### src/inc/qpos_pkg.sv
package qpos_pkg;

    // Register byte offsets on the bus.
    localparam logic [7:0] OFS_CTRL = 8'h00;
    localparam logic [7:0] OFS_POS = 8'h04;
    localparam logic [7:0] OFS_MAX = 8'h08;
    localparam logic [7:0] OFS_STAT = 8'h0C;
    localparam logic [7:0] OFS_MASK = 8'h10;

    // Reset values.
    localparam logic [15:0] CTRL_RESET = 16'h0000;
    localparam logic [15:0] POS_RESET = 16'h0000;
    localparam logic [15:0] MAX_RESET = 16'hFFFF;
    localparam logic [1:0] IRQ_RESET = 2'h0;

    // Interrupt status bit positions.
    localparam int IRQ_ERR = 0;
    localparam int IRQ_WRAP = 1;
    localparam int IRQ_W = 2;

    // Synchronised pin positions.
    localparam int PIN_A = 0;
    localparam int PIN_B = 1;
    localparam int PIN_M = 2;
    localparam int PIN_N = 3;

    // Operating modes of the encoder mode field.
    typedef enum logic [2:0] {
        MODE_OFF = 3'h0,
        MODE_TIMER = 3'h1,
        MODE_UNUSED2 = 3'h2,
        MODE_UNUSED3 = 3'h3,
        MODE_X2_MARK = 3'h4,
        MODE_X2_MATCH = 3'h5,
        MODE_X4_MARK = 3'h6,
        MODE_X4_MATCH = 3'h7
    } mode_e;

    // Layout of the encoder control register.
    typedef struct packed {
        logic count_error_flag;
        logic unused_14;
        logic idle_stop_select;
        logic marker_pin_state;
        logic count_direction_bit;
        mode_e encoder_mode_field;
        logic phase_swap_select;
        logic direction_output_enable;
        logic gated_accumulate_enable;
        logic [1:0] prescale_select;
        logic marker_reset_enable;
        logic timer_clock_source;
        logic direction_source_select;
    } ctrl_s;

endpackage

### src/hw/quadrature_position_control.sv
`timescale 1ns/1ps
// Function
// - Mode 111 decodes four edges per cycle and wraps the counter at the max-count limit.
// - Mode 110 decodes four edges per cycle and lets the marker pulse clear the counter.
// - Mode 101 decodes two edges per cycle and wraps the counter at the max-count limit.
// - Mode 100 decodes two edges per cycle and lets the marker pulse clear the counter.
// - Codes 011 and 010 leave both decoding and the timer idle with no counting.
// - Mode 001 runs the position counter as a plain 16-bit timer.
// - Mode 000 turns both decoding and the timer off.
// - The direction bit reads 1 for up, is read-only in 1xx and writable in 001.
// - The swap bit exchanges phase A and phase B before decoding.
// - The gate enable lets the timer count only while the gate input is high.
// - A marker pulse clears the counter only with the reset enable set, in 100 and 110.
// - The timer clock source bit picks phase A rising edges or the system clock.
module quadrature_position_control
    import qpos_pkg::*;
(
    input wire logic clk,
    input wire logic rst,
    input wire logic wb_cyc_i,
    input wire logic wb_stb_i,
    input wire logic wb_we_i,
    input wire logic [7:0] wb_adr_i,
    input wire logic [3:0] wb_sel_i,
    input wire logic [31:0] wb_dat_i,
    output logic [31:0] wb_dat_o,
    output logic wb_ack_o,
    input wire logic phase_a_pin,
    input wire logic phase_b_pin,
    input wire logic marker_pin,
    input wire logic idle_mode_pin,
    output logic direction_out,
    output logic direction_out_en,
    output logic irq
);

    ctrl_s ctrl_reg;
    logic err_reg;
    logic dir_reg;
    logic [15:0] pos_reg;
    logic [15:0] pos_next;
    logic [15:0] max_reg;
    logic [IRQ_W-1:0] stat_reg;
    logic [IRQ_W-1:0] mask_reg;
    logic [IRQ_W-1:0] events;
    logic ack_reg;
    logic [31:0] rdata;
    logic [3:0] pin_raw;
    logic [3:0] s1_reg;
    logic [3:0] s2_reg;
    logic [3:0] prev_reg;
    logic req;
    logic wr;
    logic rd;
    logic [15:0] wmerge_ctrl;
    logic [15:0] wmerge_pos;
    logic [15:0] wmerge_max;
    logic qa;
    logic qb;
    logic pa;
    logic pb;
    logic a_chg;
    logic b_chg;
    logic marker_rise;
    logic quad;
    logic x4;
    logic mark_mode;
    logic timer_mode;
    logic halt;
    logic quad_step;
    logic step_up;
    logic tmr_tick;
    logic tmr_up;
    logic step;
    logic up;
    logic wrap;
    logic marker_clear;
    logic count_err;
    mode_e mode;

    // Merges write data into a 16-bit register under the byte enables.
    function automatic logic [15:0] merge16(
        input logic [15:0] old,
        input logic [31:0] data,
        input logic [3:0] sel
    );
        logic [15:0] res;
        res = old;
        if (sel[0]) begin
            res[7:0] = data[7:0];
        end
        if (sel[1]) begin
            res[15:8] = data[15:8];
        end
        return res;
    endfunction

    // Bus decode: one request per cycle pair, answered by a registered ack.
    assign req = wb_cyc_i & wb_stb_i & ~ack_reg;
    assign wr = req & wb_we_i;
    assign rd = req & ~wb_we_i;
    assign wb_ack_o = ack_reg;
    assign wmerge_ctrl = merge16(ctrl_reg, wb_dat_i, wb_sel_i);
    assign wmerge_pos = merge16(pos_reg, wb_dat_i, wb_sel_i);
    assign wmerge_max = merge16(max_reg, wb_dat_i, wb_sel_i);

    // Ack follows each request by one cycle and drops after one.
    always_ff @(posedge clk or posedge rst) begin
        if (rst) begin
            ack_reg <= 1'b0;
        end else begin
            ack_reg <= req;
        end
    end

    // Two-stage synchronisers for the encoder and idle pins.
    assign pin_raw = {idle_mode_pin, marker_pin, phase_b_pin, phase_a_pin};
    genvar gi;
    generate
        for (gi = 0; gi < 4; gi++) begin : g_sync
            always_ff @(posedge clk or posedge rst) begin
                if (rst) begin
                    s1_reg[gi] <= 1'b0;
                    s2_reg[gi] <= 1'b0;
                    prev_reg[gi] <= 1'b0;
                end else begin
                    s1_reg[gi] <= pin_raw[gi];
                    s2_reg[gi] <= s1_reg[gi];
                    prev_reg[gi] <= s2_reg[gi];
                end
            end
        end
    endgenerate

    assign qa = ctrl_reg.phase_swap_select ? s2_reg[PIN_B] : s2_reg[PIN_A];
    assign qb = ctrl_reg.phase_swap_select ? s2_reg[PIN_A] : s2_reg[PIN_B];
    assign pa = ctrl_reg.phase_swap_select ? prev_reg[PIN_B] : prev_reg[PIN_A];
    assign pb = ctrl_reg.phase_swap_select ? prev_reg[PIN_A] : prev_reg[PIN_B];
    assign a_chg = qa ^ pa;
    assign b_chg = qb ^ pb;
    assign marker_rise = s2_reg[PIN_M] & ~prev_reg[PIN_M];

    // Mode decode; codes 000, 010 and 011 enable nothing.
    assign mode = ctrl_reg.encoder_mode_field;
    assign quad = mode[2];
    assign x4 = mode[1];
    assign mark_mode = quad & ~mode[0];
    assign timer_mode = (mode == MODE_TIMER);

    assign halt = ctrl_reg.idle_stop_select & s2_reg[PIN_N];

    // Quadrature step: both phases moving at once is a glitch and is dropped.
    // four-edge decode, or phase A edges only in two-edge modes
    assign quad_step = quad & (a_chg ^ b_chg) & (x4 | a_chg);
    assign step_up = qa ^ pb;

    always_comb begin
        tmr_tick = 1'b0;
        if (timer_mode) begin
            if (ctrl_reg.timer_clock_source) begin
                tmr_tick = qa & ~pa;
            end else if (ctrl_reg.gated_accumulate_enable) begin
                tmr_tick = qa;
            end else begin
                tmr_tick = 1'b1;
            end
        end
    end
    assign tmr_up = ctrl_reg.direction_source_select ? qb : dir_reg;

    // Common step, direction and wrap at the limits.
    assign step = ~halt & (quad_step | tmr_tick);
    assign up = quad ? step_up : tmr_up;
    assign wrap = step & (up ? (pos_reg == max_reg) : (pos_reg == POS_RESET));

    assign marker_clear = mark_mode & ctrl_reg.marker_reset_enable & marker_rise & ~halt;

    assign count_err = mark_mode & wrap & ~marker_clear;

    // Next counter value: software write, then marker clear, then a step.
    always_comb begin
        pos_next = pos_reg;
        if (wr && wb_adr_i == OFS_POS) begin
            pos_next = wmerge_pos;
        end else if (marker_clear) begin
            pos_next = POS_RESET;
        end else if (wrap) begin
            pos_next = up ? POS_RESET : max_reg;
        end else if (step) begin
            pos_next = up ? pos_reg + 16'h0001 : pos_reg - 16'h0001;
        end
    end

    // Position counter and limit registers.
    always_ff @(posedge clk or posedge rst) begin
        if (rst) begin
            pos_reg <= POS_RESET;
            max_reg <= MAX_RESET;
        end else begin
            pos_reg <= pos_next;
            if (wr && wb_adr_i == OFS_MAX) begin
                max_reg <= wmerge_max;
            end
        end
    end

    // Control fields; the status bits are kept in their own registers.
    always_ff @(posedge clk or posedge rst) begin
        if (rst) begin
            ctrl_reg <= CTRL_RESET;
        end else if (wr && wb_adr_i == OFS_CTRL) begin
            ctrl_reg <= wmerge_ctrl;
        end
    end

    // Error flag: writing zero clears it, a new error in that cycle wins.
    always_ff @(posedge clk or posedge rst) begin
        if (rst) begin
            err_reg <= 1'b0;
        end else if (count_err) begin
            err_reg <= 1'b1;
        end else if (wr && wb_adr_i == OFS_CTRL && wb_sel_i[1]) begin
            err_reg <= err_reg & wb_dat_i[15];
        end
    end

    always_ff @(posedge clk or posedge rst) begin
        if (rst) begin
            dir_reg <= 1'b0;
        end else if (quad) begin
            if (quad_step) begin
                dir_reg <= step_up;
            end
        end else if (timer_mode && wr && wb_adr_i == OFS_CTRL && wb_sel_i[1]) begin
            dir_reg <= wb_dat_i[11];
        end
    end

    // Direction pin driven from the direction bit.
    always_ff @(posedge clk or posedge rst) begin
        if (rst) begin
            direction_out <= 1'b0;
            direction_out_en <= 1'b0;
        end else begin
            direction_out <= dir_reg;
            direction_out_en <= ctrl_reg.direction_output_enable;
        end
    end

    // Interrupt events: count error and any counter reset or wrap.
    assign events[IRQ_ERR] = count_err;
    assign events[IRQ_WRAP] = wrap | marker_clear;

    // Sticky status cleared by a read; an event in the read cycle survives.
    always_ff @(posedge clk or posedge rst) begin
        if (rst) begin
            stat_reg <= IRQ_RESET;
            mask_reg <= IRQ_RESET;
        end else begin
            if (rd && wb_adr_i == OFS_STAT) begin
                stat_reg <= events;
            end else begin
                stat_reg <= stat_reg | events;
            end
            if (wr && wb_adr_i == OFS_MASK && wb_sel_i[0]) begin
                mask_reg <= wb_dat_i[IRQ_W-1:0];
            end
        end
    end

    // Level interrupt while any unmasked status bit is set.
    always_ff @(posedge clk or posedge rst) begin
        if (rst) begin
            irq <= 1'b0;
        end else begin
            irq <= |(stat_reg & mask_reg);
        end
    end

    // Read mux; unmapped addresses read zero.
    always_comb begin
        rdata = 32'h00000000;
        case (wb_adr_i)
            OFS_CTRL: begin
                rdata[15:0] = ctrl_reg;
                rdata[15] = err_reg;
                rdata[14] = 1'b0;
                rdata[12] = s2_reg[PIN_M];
                rdata[11] = dir_reg;
            end
            OFS_POS: begin
                rdata[15:0] = pos_reg;
            end
            OFS_MAX: begin
                rdata[15:0] = max_reg;
            end
            OFS_STAT: begin
                rdata[IRQ_W-1:0] = stat_reg;
            end
            OFS_MASK: begin
                rdata[IRQ_W-1:0] = mask_reg;
            end
            default: begin
                rdata = 32'h00000000;
            end
        endcase
    end

    // Read data is captured with the request and shown with ack.
    always_ff @(posedge clk or posedge rst) begin
        if (rst) begin
            wb_dat_o <= 32'h00000000;
        end else if (rd) begin
            wb_dat_o <= rdata;
        end
    end

endmodule

### config.mk
export PLATFORM = sky130hd
export DESIGN_NAME = quadrature_position_control
export DESIGN_NICKNAME = d
export VERILOG_FILES = /design/src/inc/qpos_pkg.sv /design/src/hw/quadrature_position_control.sv
export SDC_FILE = /design/constraint.sdc
export NUM_CORES = 1
export LEC_CHECK = 0
export BUFFER_PORTS_ARGS = -buffer_cell sky130_fd_sc_hd__buf_2
export CAP_MARGIN = 10
export CORE_ASPECT_RATIO = 1.2
export CORE_UTILIZATION = 45
export DETAILED_ROUTE_END_ITERATION = 7
export PLACE_DENSITY_LB_ADDON = 0.05
export SETUP_SLACK_MARGIN = 0.1
export SLEW_MARGIN = 10
export SYNTH_ARGS = -nofsm -noshare
export SYNTH_HDL_FRONTEND = slang
export SYNTH_SLANG_ARGS = --single-unit
### constraint.sdc
create_clock -name clk -period 4.5 [get_ports clk]
set_input_delay 1.125 -clock clk [delete_from_list [all_inputs] [get_ports clk]]
set_output_delay 1.125 -clock clk [all_outputs]
set_load 0.01 [all_outputs]
==> results of run 1 <==
[path summary, 6_finish.rpt]
| kind | end | slack (ns) | depth (start not counted) |
|---|---|---|---|
| setup / recovery | pos_reg[15] | 0.46 | 12 |
| hold / removal | s2_reg[1] | 0.35 | 0 |
| setup reg to reg | pos_reg[15] | 0.46 | 12 |
| hold reg to reg | s2_reg[1] | 0.35 | 0 |
| max in group asynchronous | max_reg[12] | 3.05 | 3 |
| min in group asynchronous | wb_dat_o[3] | 0.70 | 2 |
[cell families after synthesis]
kind of cell	count (synthesis)	synth area share, %
other	1	0.07314
xor gates and xnor gates	30	5.125
muxes	35	7.320
and+or+nand+nor	156	15.06
buffers and inverters	59	5.930
adders and majority gates	18	4.539
DFF	81	39.92
AOI/OAI and AO/OA	175	22.04
[cell usage after synthesis (16+ instances only)]
library cell	n
sky130_fd_sc_hd__dfstp_2	16
sky130_fd_sc_hd__mux2_2	16
sky130_fd_sc_hd__buf_4	16
sky130_fd_sc_hd__nor2_1	40
sky130_fd_sc_hd__mux2i_1	18
sky130_fd_sc_hd__ha_1	17
sky130_fd_sc_hd__a21oi_1	50
sky130_fd_sc_hd__o31ai_1	21
sky130_fd_sc_hd__xnor2_1	28
sky130_fd_sc_hd__clkbuf_1	18
sky130_fd_sc_hd__dfrtp_1	65
sky130_fd_sc_hd__nand2_1	54
sky130_fd_sc_hd__o21ai_0	37
[through the flow]
| stage | instances | setup slack (ns) |
|---|---|---|
| final | 760 | 0.4641 |
| after global routing | 760 | 0.1961 |
| after CTS | 760 | 0.4505 |
| after detailed placement | 744 | 0.4801 |
| after global placement | 744 | 0.5796 |
| after floorplan | 570 | 1.123 |
[power by group]
part	switching (mW)	total, mW	internal [mW]
clock network	0.299	0.674	0.375
registers	0.0338	0.783	0.749
logic	0.158	0.268	0.110
total	0.490	1.72	1.23
[metal layers]
layer / part of all wire (%) / wire (um) / track usage [%]
met5: 0 / 0 / 0
met4: 2.0 / 275 / 9.559
met3: 5.1 / 711 / 4.460
met2: 47 / 6552 / 39.02
met1: 46 / 6443 / 34.66
[final cells by class]
cell class / count / share of cell area (%)
sequential: 81 / 35.67
inverter: 16 / 1.068
tap: 154 / 3.358
multi-input combinational: 430 / 49.37
clock buffer: 12 / 4.121
clock inverter: 4 / 0.5233
timing repair buffer: 63 / 5.887
[worst register-to-register path, stage by stage, from the launching register on]
cell and delay (ns):
sky130_fd_sc_hd__dfrtp_1 0.58, sky130_fd_sc_hd__mux2i_1 0.31, sky130_fd_sc_hd__a211oi_2 0.15, sky130_fd_sc_hd__or2_1 0.32, sky130_fd_sc_hd__inv_2 0.32, sky130_fd_sc_hd__ha_1 0.32
sky130_fd_sc_hd__a211oi_1 0.31, sky130_fd_sc_hd__o211ai_1 0.16, sky130_fd_sc_hd__a2111oi_1 0.60, sky130_fd_sc_hd__o31ai_1 0.27, sky130_fd_sc_hd__nand3_1 0.15, sky130_fd_sc_hd__o31ai_1 0.09
sky130_fd_sc_hd__a2111oi_2 0.35
==> flow_summary_export.csv, run 1 <==
group,metric,value,unit
status,run_status,"finished clean",
synth,dominant_register_cell_in_the_synthesized_netlist,"sky130_fd_sc_hd__dfrtp_1",
detailed_routing,via_total_after_detailed_routing,4370,
finish,mostFrequentLayoutCell,"sky130_fd_sc_hd__dfrtp_1",
finish,postLayoutCellArea,5738,um2
synth,synth.lib_cells_used.distinct,65,
detailed_routing,detail_route.iter0.violations,281,
place,final_weighted_congestion_of_routability_driven_global_placement,0.8739,
clock_tree,worst_setup_hold_path_clk_slew,0.06,ns
sta,number_of_endpoints_failing_setup_at_the_final_stage,0,
sta,holdWs,0.3506,ns
setup_path,start_kind,"register",
die,floorplan.die_area,11830,um2
synth,yosysSeqAreaShare,39.92,%
sta,post-route-min-period,4.036,ns
global_route,grt.total_usage,25.06,%
synth,synth-seq-cells,81,
die,ioPinCount,89,
setup_path,worst-path-buf-inv,1,
setup_path,startpoint,"ctrl_reg[7]",
finish,final_core_utilization,51.75,%
synth,post_synth_inst_count,555,
setup_path,critical-path-slowest-cell,"sky130_fd_sc_hd__a2111oi_1",
power_and_ir_drop,total_power_divided_by_cell_area,300.6,nW/um2
global_route,first_global_vias,4160,
clock_tree,postCtsHoldBufs,0,
sta,post-route-period-util,89.69,%
setup_path,timing.critical_path.arrival,4.27,ns
global_route,antenna_found_initial,0,
clock_tree,clk-insertion-delay-late,0.34,ns
clock_tree,cts_tree,"done",
sta,drv_slew,0,
synth,synthesis.yosys.warnings,0,
job,timing.max_cap.violations,0,
sta,slew_headroom,35.01,%
synth,synth_area_leaders,"sky130_fd_sc_hd__dfrtp_1, sky130_fd_sc_hd__dfstp_2, sky130_fd_sc_hd__a21oi_1, sky130_fd_sc_hd__xnor2_1, sky130_fd_sc_hd__ha_1",
setup_path,critical_path.reg2reg.startpoint,"ctrl_reg[7]",
power_and_ir_drop,ir_drop,0.0001617,V
clock_tree,cts.htree.levels,3,
clock_tree,cts_setup_buffers,0,
setup_path,cp_cell_sequence,"mux2i_1 -> a211oi_2 -> or2_1 -> inv_2 -> ha_1 -> a211oi_1 -> o211ai_1 -> a2111oi_1 -> o31ai_1 -> nand3_1 -> o31ai_1 -> a2111oi_2",
place,port_buffer_count,54,
setup_path,crit_top_cell,"sky130_fd_sc_hd__o31ai_1",
place,detailed_place.area,5472,um2
power_and_ir_drop,report.power.total,1.725,mW
sta,worst_slew_pin_slew,0.9749,ns
setup_path,timing.critical_path.to_type,"register",
detailed_routing,drt_pre_antenna_iters,5,
clock_tree,numCtsBuffers,9,
sta,rsz0062_at_grt,"no",
die,dieHeight,118.9,um
sta,setup_total_negative_slack,0,ns
sta,peak_clock_frequency_supported_by_timing,0.2478,GHz
power_and_ir_drop,power_leakage,2.434,nW
place,detailedPlacementHpwl,10590,um
global_route,global_route_wire_length_before_repair,22620,um
setup_path,critPathMaxStageDelay,0.59,ns
setup_path,worstPathMaxFanout,19,
worst_hold_path,worstHoldPathType,"register to register",
detailed_routing,remaining_drc_errors,0,
die,fp.dieW,99.45,um
global_route,grt-ovfl-total,0,
die,core,11090,um2
clock_tree,clock_path_buffers,2,
global_route,grt_max_degree,39,
die,initial_utilization,46.24,%
finish,finish.net_count,672,
detailed_routing,wire_per_inst,18.40,um
setup_path,path_class,"register to register",
clock_tree,cts_resized,0,
finish,final.fill_count,1069,
sta,hold_viol,0,
finish,layout_common_cells,"sky130_fd_sc_hd__dfrtp_1, sky130_fd_sc_hd__nand2_1, sky130_fd_sc_hd__buf_2",
clock_tree,clock_sinks,81,
sta,finalClockSkew,0.005073,ns
setup_path,required,4.73,ns
synth,synth_area_per_cell,9.239,um2
synth,mappedNetlistArea,5127,um2
finish,drive_above_1_share,20.46,%
die,rows,42,
finish,diodes,0,
detailed_routing,drt-vias-per-instance,5.750,
clock_tree,root_buffer,"sky130_fd_sc_hd__clkbuf_16",
setup_path,critical-path-top-delay-family,"compound AO/OA/AOI/OAI gates",
finish,area_growth_syn_to_layout,11.91,%
finish,seqCellArea,2047,um2
synth,netlist.area_leader.share,31.72,%
finish,multi_input_area,2833,um2
synth,synth-edff-count,0,
synth,post_synth_top_area_cell,"sky130_fd_sc_hd__dfrtp_1",
detailed_routing,antenna_violating_nets_post_route,0,
detailed_routing,totalWireLength,13980,um
worst_hold_path,source_of_the_worst_hold_timing_path,"s1_reg[1]",
synth,synthArstFlopShare,100.0,%
(Power assumes the default switching activity.)
==> inputs of run 2 (changes only) <==
- CELL_PAD_IN_SITES_DETAIL_PLACEMENT: unset -> 0
- CELL_PAD_IN_SITES_GLOBAL_PLACEMENT: unset -> 1
- CORE_UTILIZATION: 45 -> 43
- PLACE_DENSITY: unset -> 0.79
- PLACE_DENSITY_LB_ADDON: 0.05 -> unset
==> run 2 against run 1 <==
Compared with the run above: clock skew increased by 0.0014 ns; routed wire length increased by 0.16%; clock power increased by 17%; utilization decreased by 1.5 points; maximum frequency increased by 1.7%; critical path depth unchanged; register-to-register slack improved by 0.07 ns; first-iteration DRC count increased by 20%; setup slack improved by 0.066 ns; largest cell class unchanged.
==> flow_summary_export.csv, run 2 (synthesis results as in run 1) <==
group,metric,value,unit
place,number_of_instances_in_the_placed_design,747,
detailed_routing,drt_pre_antenna_iters,5,
sta,post-route-min-period,3.970,ns
global_route,global_route.peak_usage_layer,"met2",
clock_tree,cts.htree.levels,3,
finish,mostFrequentLayoutCell,"sky130_fd_sc_hd__dfrtp_1",
finish,drive_above_1_share,21.12,%
sta,hold_viol,0,
finish,area_growth_syn_to_layout,13.25,%
setup_path,timing.critical_path.arrival,4.20,ns
clock_tree,cts_tree,"done",
clock_tree,clock_sinks,81,
die,dieHeight,121.6,um
power_and_ir_drop,ir_drop,0.0002042,V
global_route,gr-usage-met1,30.68,%
detailed_routing,drt-vias-per-instance,5.720,
finish,layout_common_cells,"sky130_fd_sc_hd__dfrtp_1, sky130_fd_sc_hd__nand2_1, sky130_fd_sc_hd__buf_2",
worst_hold_path,worstHoldPathType,"register to register",
die,floorplan.die_area,12370,um2
sta,setup_total_negative_slack,0,ns
global_route,groute.layer.met3.usage,3.328,%
clock_tree,numCtsBuffers,9,
sta,peak_clock_frequency_supported_by_timing,0.2519,GHz
detailed_routing,wire_per_inst,18.35,um
sta,drv_slew,0,
finish,diodes,0,
place,detailed_place.area,5475,um2
setup_path,worstPathMaxFanout,26,
setup_path,critPathMaxStageDelay,0.58,ns
die,initial_utilization,44.33,%
global_route,global_route_wire_length_before_repair,21940,um
detailed_routing,via_total_after_detailed_routing,4364,
global_route,grt.total_usage,23.56,%
setup_path,required,4.73,ns
finish,fin_cells,763,
setup_path,cp_cell_sequence,"mux2i_1 -> a211oi_2 -> or2_1 -> inv_2 -> ha_1 -> o21ai_0 -> a21oi_1 -> a2111oi_2 -> o31ai_2 -> nand3_1 -> o31ai_1 -> a2111oi_2",
die,fp.dieW,101.7,um
clock_tree,root_buffer,"sky130_fd_sc_hd__clkbuf_16",
detailed_routing,totalWireLength,14000,um
setup_path,crit_top_cell,"sky130_fd_sc_hd__a2111oi_2",
detailed_routing,antenna_violating_nets_post_route,0,
power_and_ir_drop,report.power.total,1.845,mW
global_route,met2_usage,38.30,%
place,final_weighted_congestion_of_routability_driven_global_placement,0.8601,
die,core,11570,um2
global_route,antenna_found_initial,0,
finish,finish.net_count,672,
sta,rsz0062_at_grt,"no",
global_route,first_global_vias,4173,
global_route,grt-ovfl-total,0,
detailed_routing,remaining_drc_errors,0,
place,detailedPlacementHpwl,10470,um
job,timing.max_cap.violations,0,
global_route,grt_max_degree,58,
finish,postLayoutCellArea,5807,um2
detailed_routing,detail_route.iter0.violations,336,
place,port_buffer_count,54,
power_and_ir_drop,power_leakage,2.471,nW
sta,post-route-period-util,88.23,%
sta,finalClockSkew,0.006515,ns
clock_tree,clock_path_buffers,2,
sta,slew_headroom,31.21,%
setup_path,path_class,"register to register",
sta,worst_slew_pin_slew,1.032,ns
clock_tree,worst_setup_hold_path_clk_slew,0.06,ns
power_and_ir_drop,total_power_divided_by_cell_area,317.6,nW/um2
setup_path,timing.critical_path.to_type,"register",
sta,number_of_endpoints_failing_setup_at_the_final_stage,0,
clock_tree,cts_setup_buffers,0,
die,rows,43,
finish,final.fill_count,1114,
status,run_status,"finished clean",
setup_path,critical-path-slowest-cell,"sky130_fd_sc_hd__dfrtp_1",
clock_tree,clk-insertion-delay-late,0.34,ns
die,ioPinCount,89,
setup_path,start_kind,"register",
[run 2: report_power, final]
| part | switching (mW) | internal, mW | leakage (nW) |
|---|---|---|---|
| sequential | 0.0337 | 0.749 | 0.955 |
| combinational | 0.161 | 0.111 | 1.36 |
| clock | 0.290 | 0.500 | 0.159 |
[run 2: per-stage QoR]
stage,hold slack (ns),setup WS (ns),util [%]
5_1_grt,0.3601,0.1643,50.20
4_1_cts,0.3489,0.3273,50.11
6_report,0.3456,0.5299,50.20
2_1_floorplan,0.3312,1.123,-
3_3_place_gp,0.3335,0.4244,47.33
3_5_place_dp,0.3358,0.3433,47.33
[run 2: timing repair]
| item | 4_1_cts | 5_1_grt |
|---|---|---|
| setup endpoints to repair | 0 | 1 |
| resized for setup | 0 | 2 |
| hold buffers | 0 | 0 |
[run 2: metal layers]
layer	wire, um	vias up	share of wire [%]
met5	0	-	0
met4	518	0	3.7
met3	589	37	4.2
met2	6748	138	48
met1	6147	2107	44
li1	-	2082	-
[run 2: cell type report]
| cell class | count | area [um2] | share of cell area, % |
|---|---|---|---|
| Inverter | 16 | 61.31 | 1.056 |
| Clock buffer | 11 | 242.7 | 4.180 |
| Sequential cell | 81 | 2047 | 35.25 |
| Clock inverter | 5 | 78.83 | 1.357 |
| Timing Repair Buffer | 63 | 337.8 | 5.818 |
| Tap cell | 157 | 196.4 | 3.383 |
| Multi-Input combinational cell | 430 | 2843 | 48.96 |
[run 2: path summary, 6_finish.rpt]
kind | start | to | slack (ns) | cells after the start
min in group asynchronous | rst | wb_dat_o[6] | 0.82 | 3
setup reg to reg | ctrl_reg[7] | pos_reg[15] | 0.53 | 12
max in group asynchronous | rst | s2_reg[3] | 3.01 | 3
hold / removal | s1_reg[0] | s2_reg[0] | 0.35 | 0
hold reg to reg | s1_reg[0] | s2_reg[0] | 0.35 | 0
setup / recovery | ctrl_reg[7] | pos_reg[15] | 0.53 | 12
[run 2: critical path: cells and delay by family (launching register included)]
kind                     cells  cell delay (ns)
AO/OA/AOI/OAI                7             1.77
adder cells (fa/ha/maj)      1             0.35
buffers and inverters        1             0.39
flip-flops                   1             0.58
multiplexers                 1             0.34
AND/OR/NAND/NOR              2             0.42
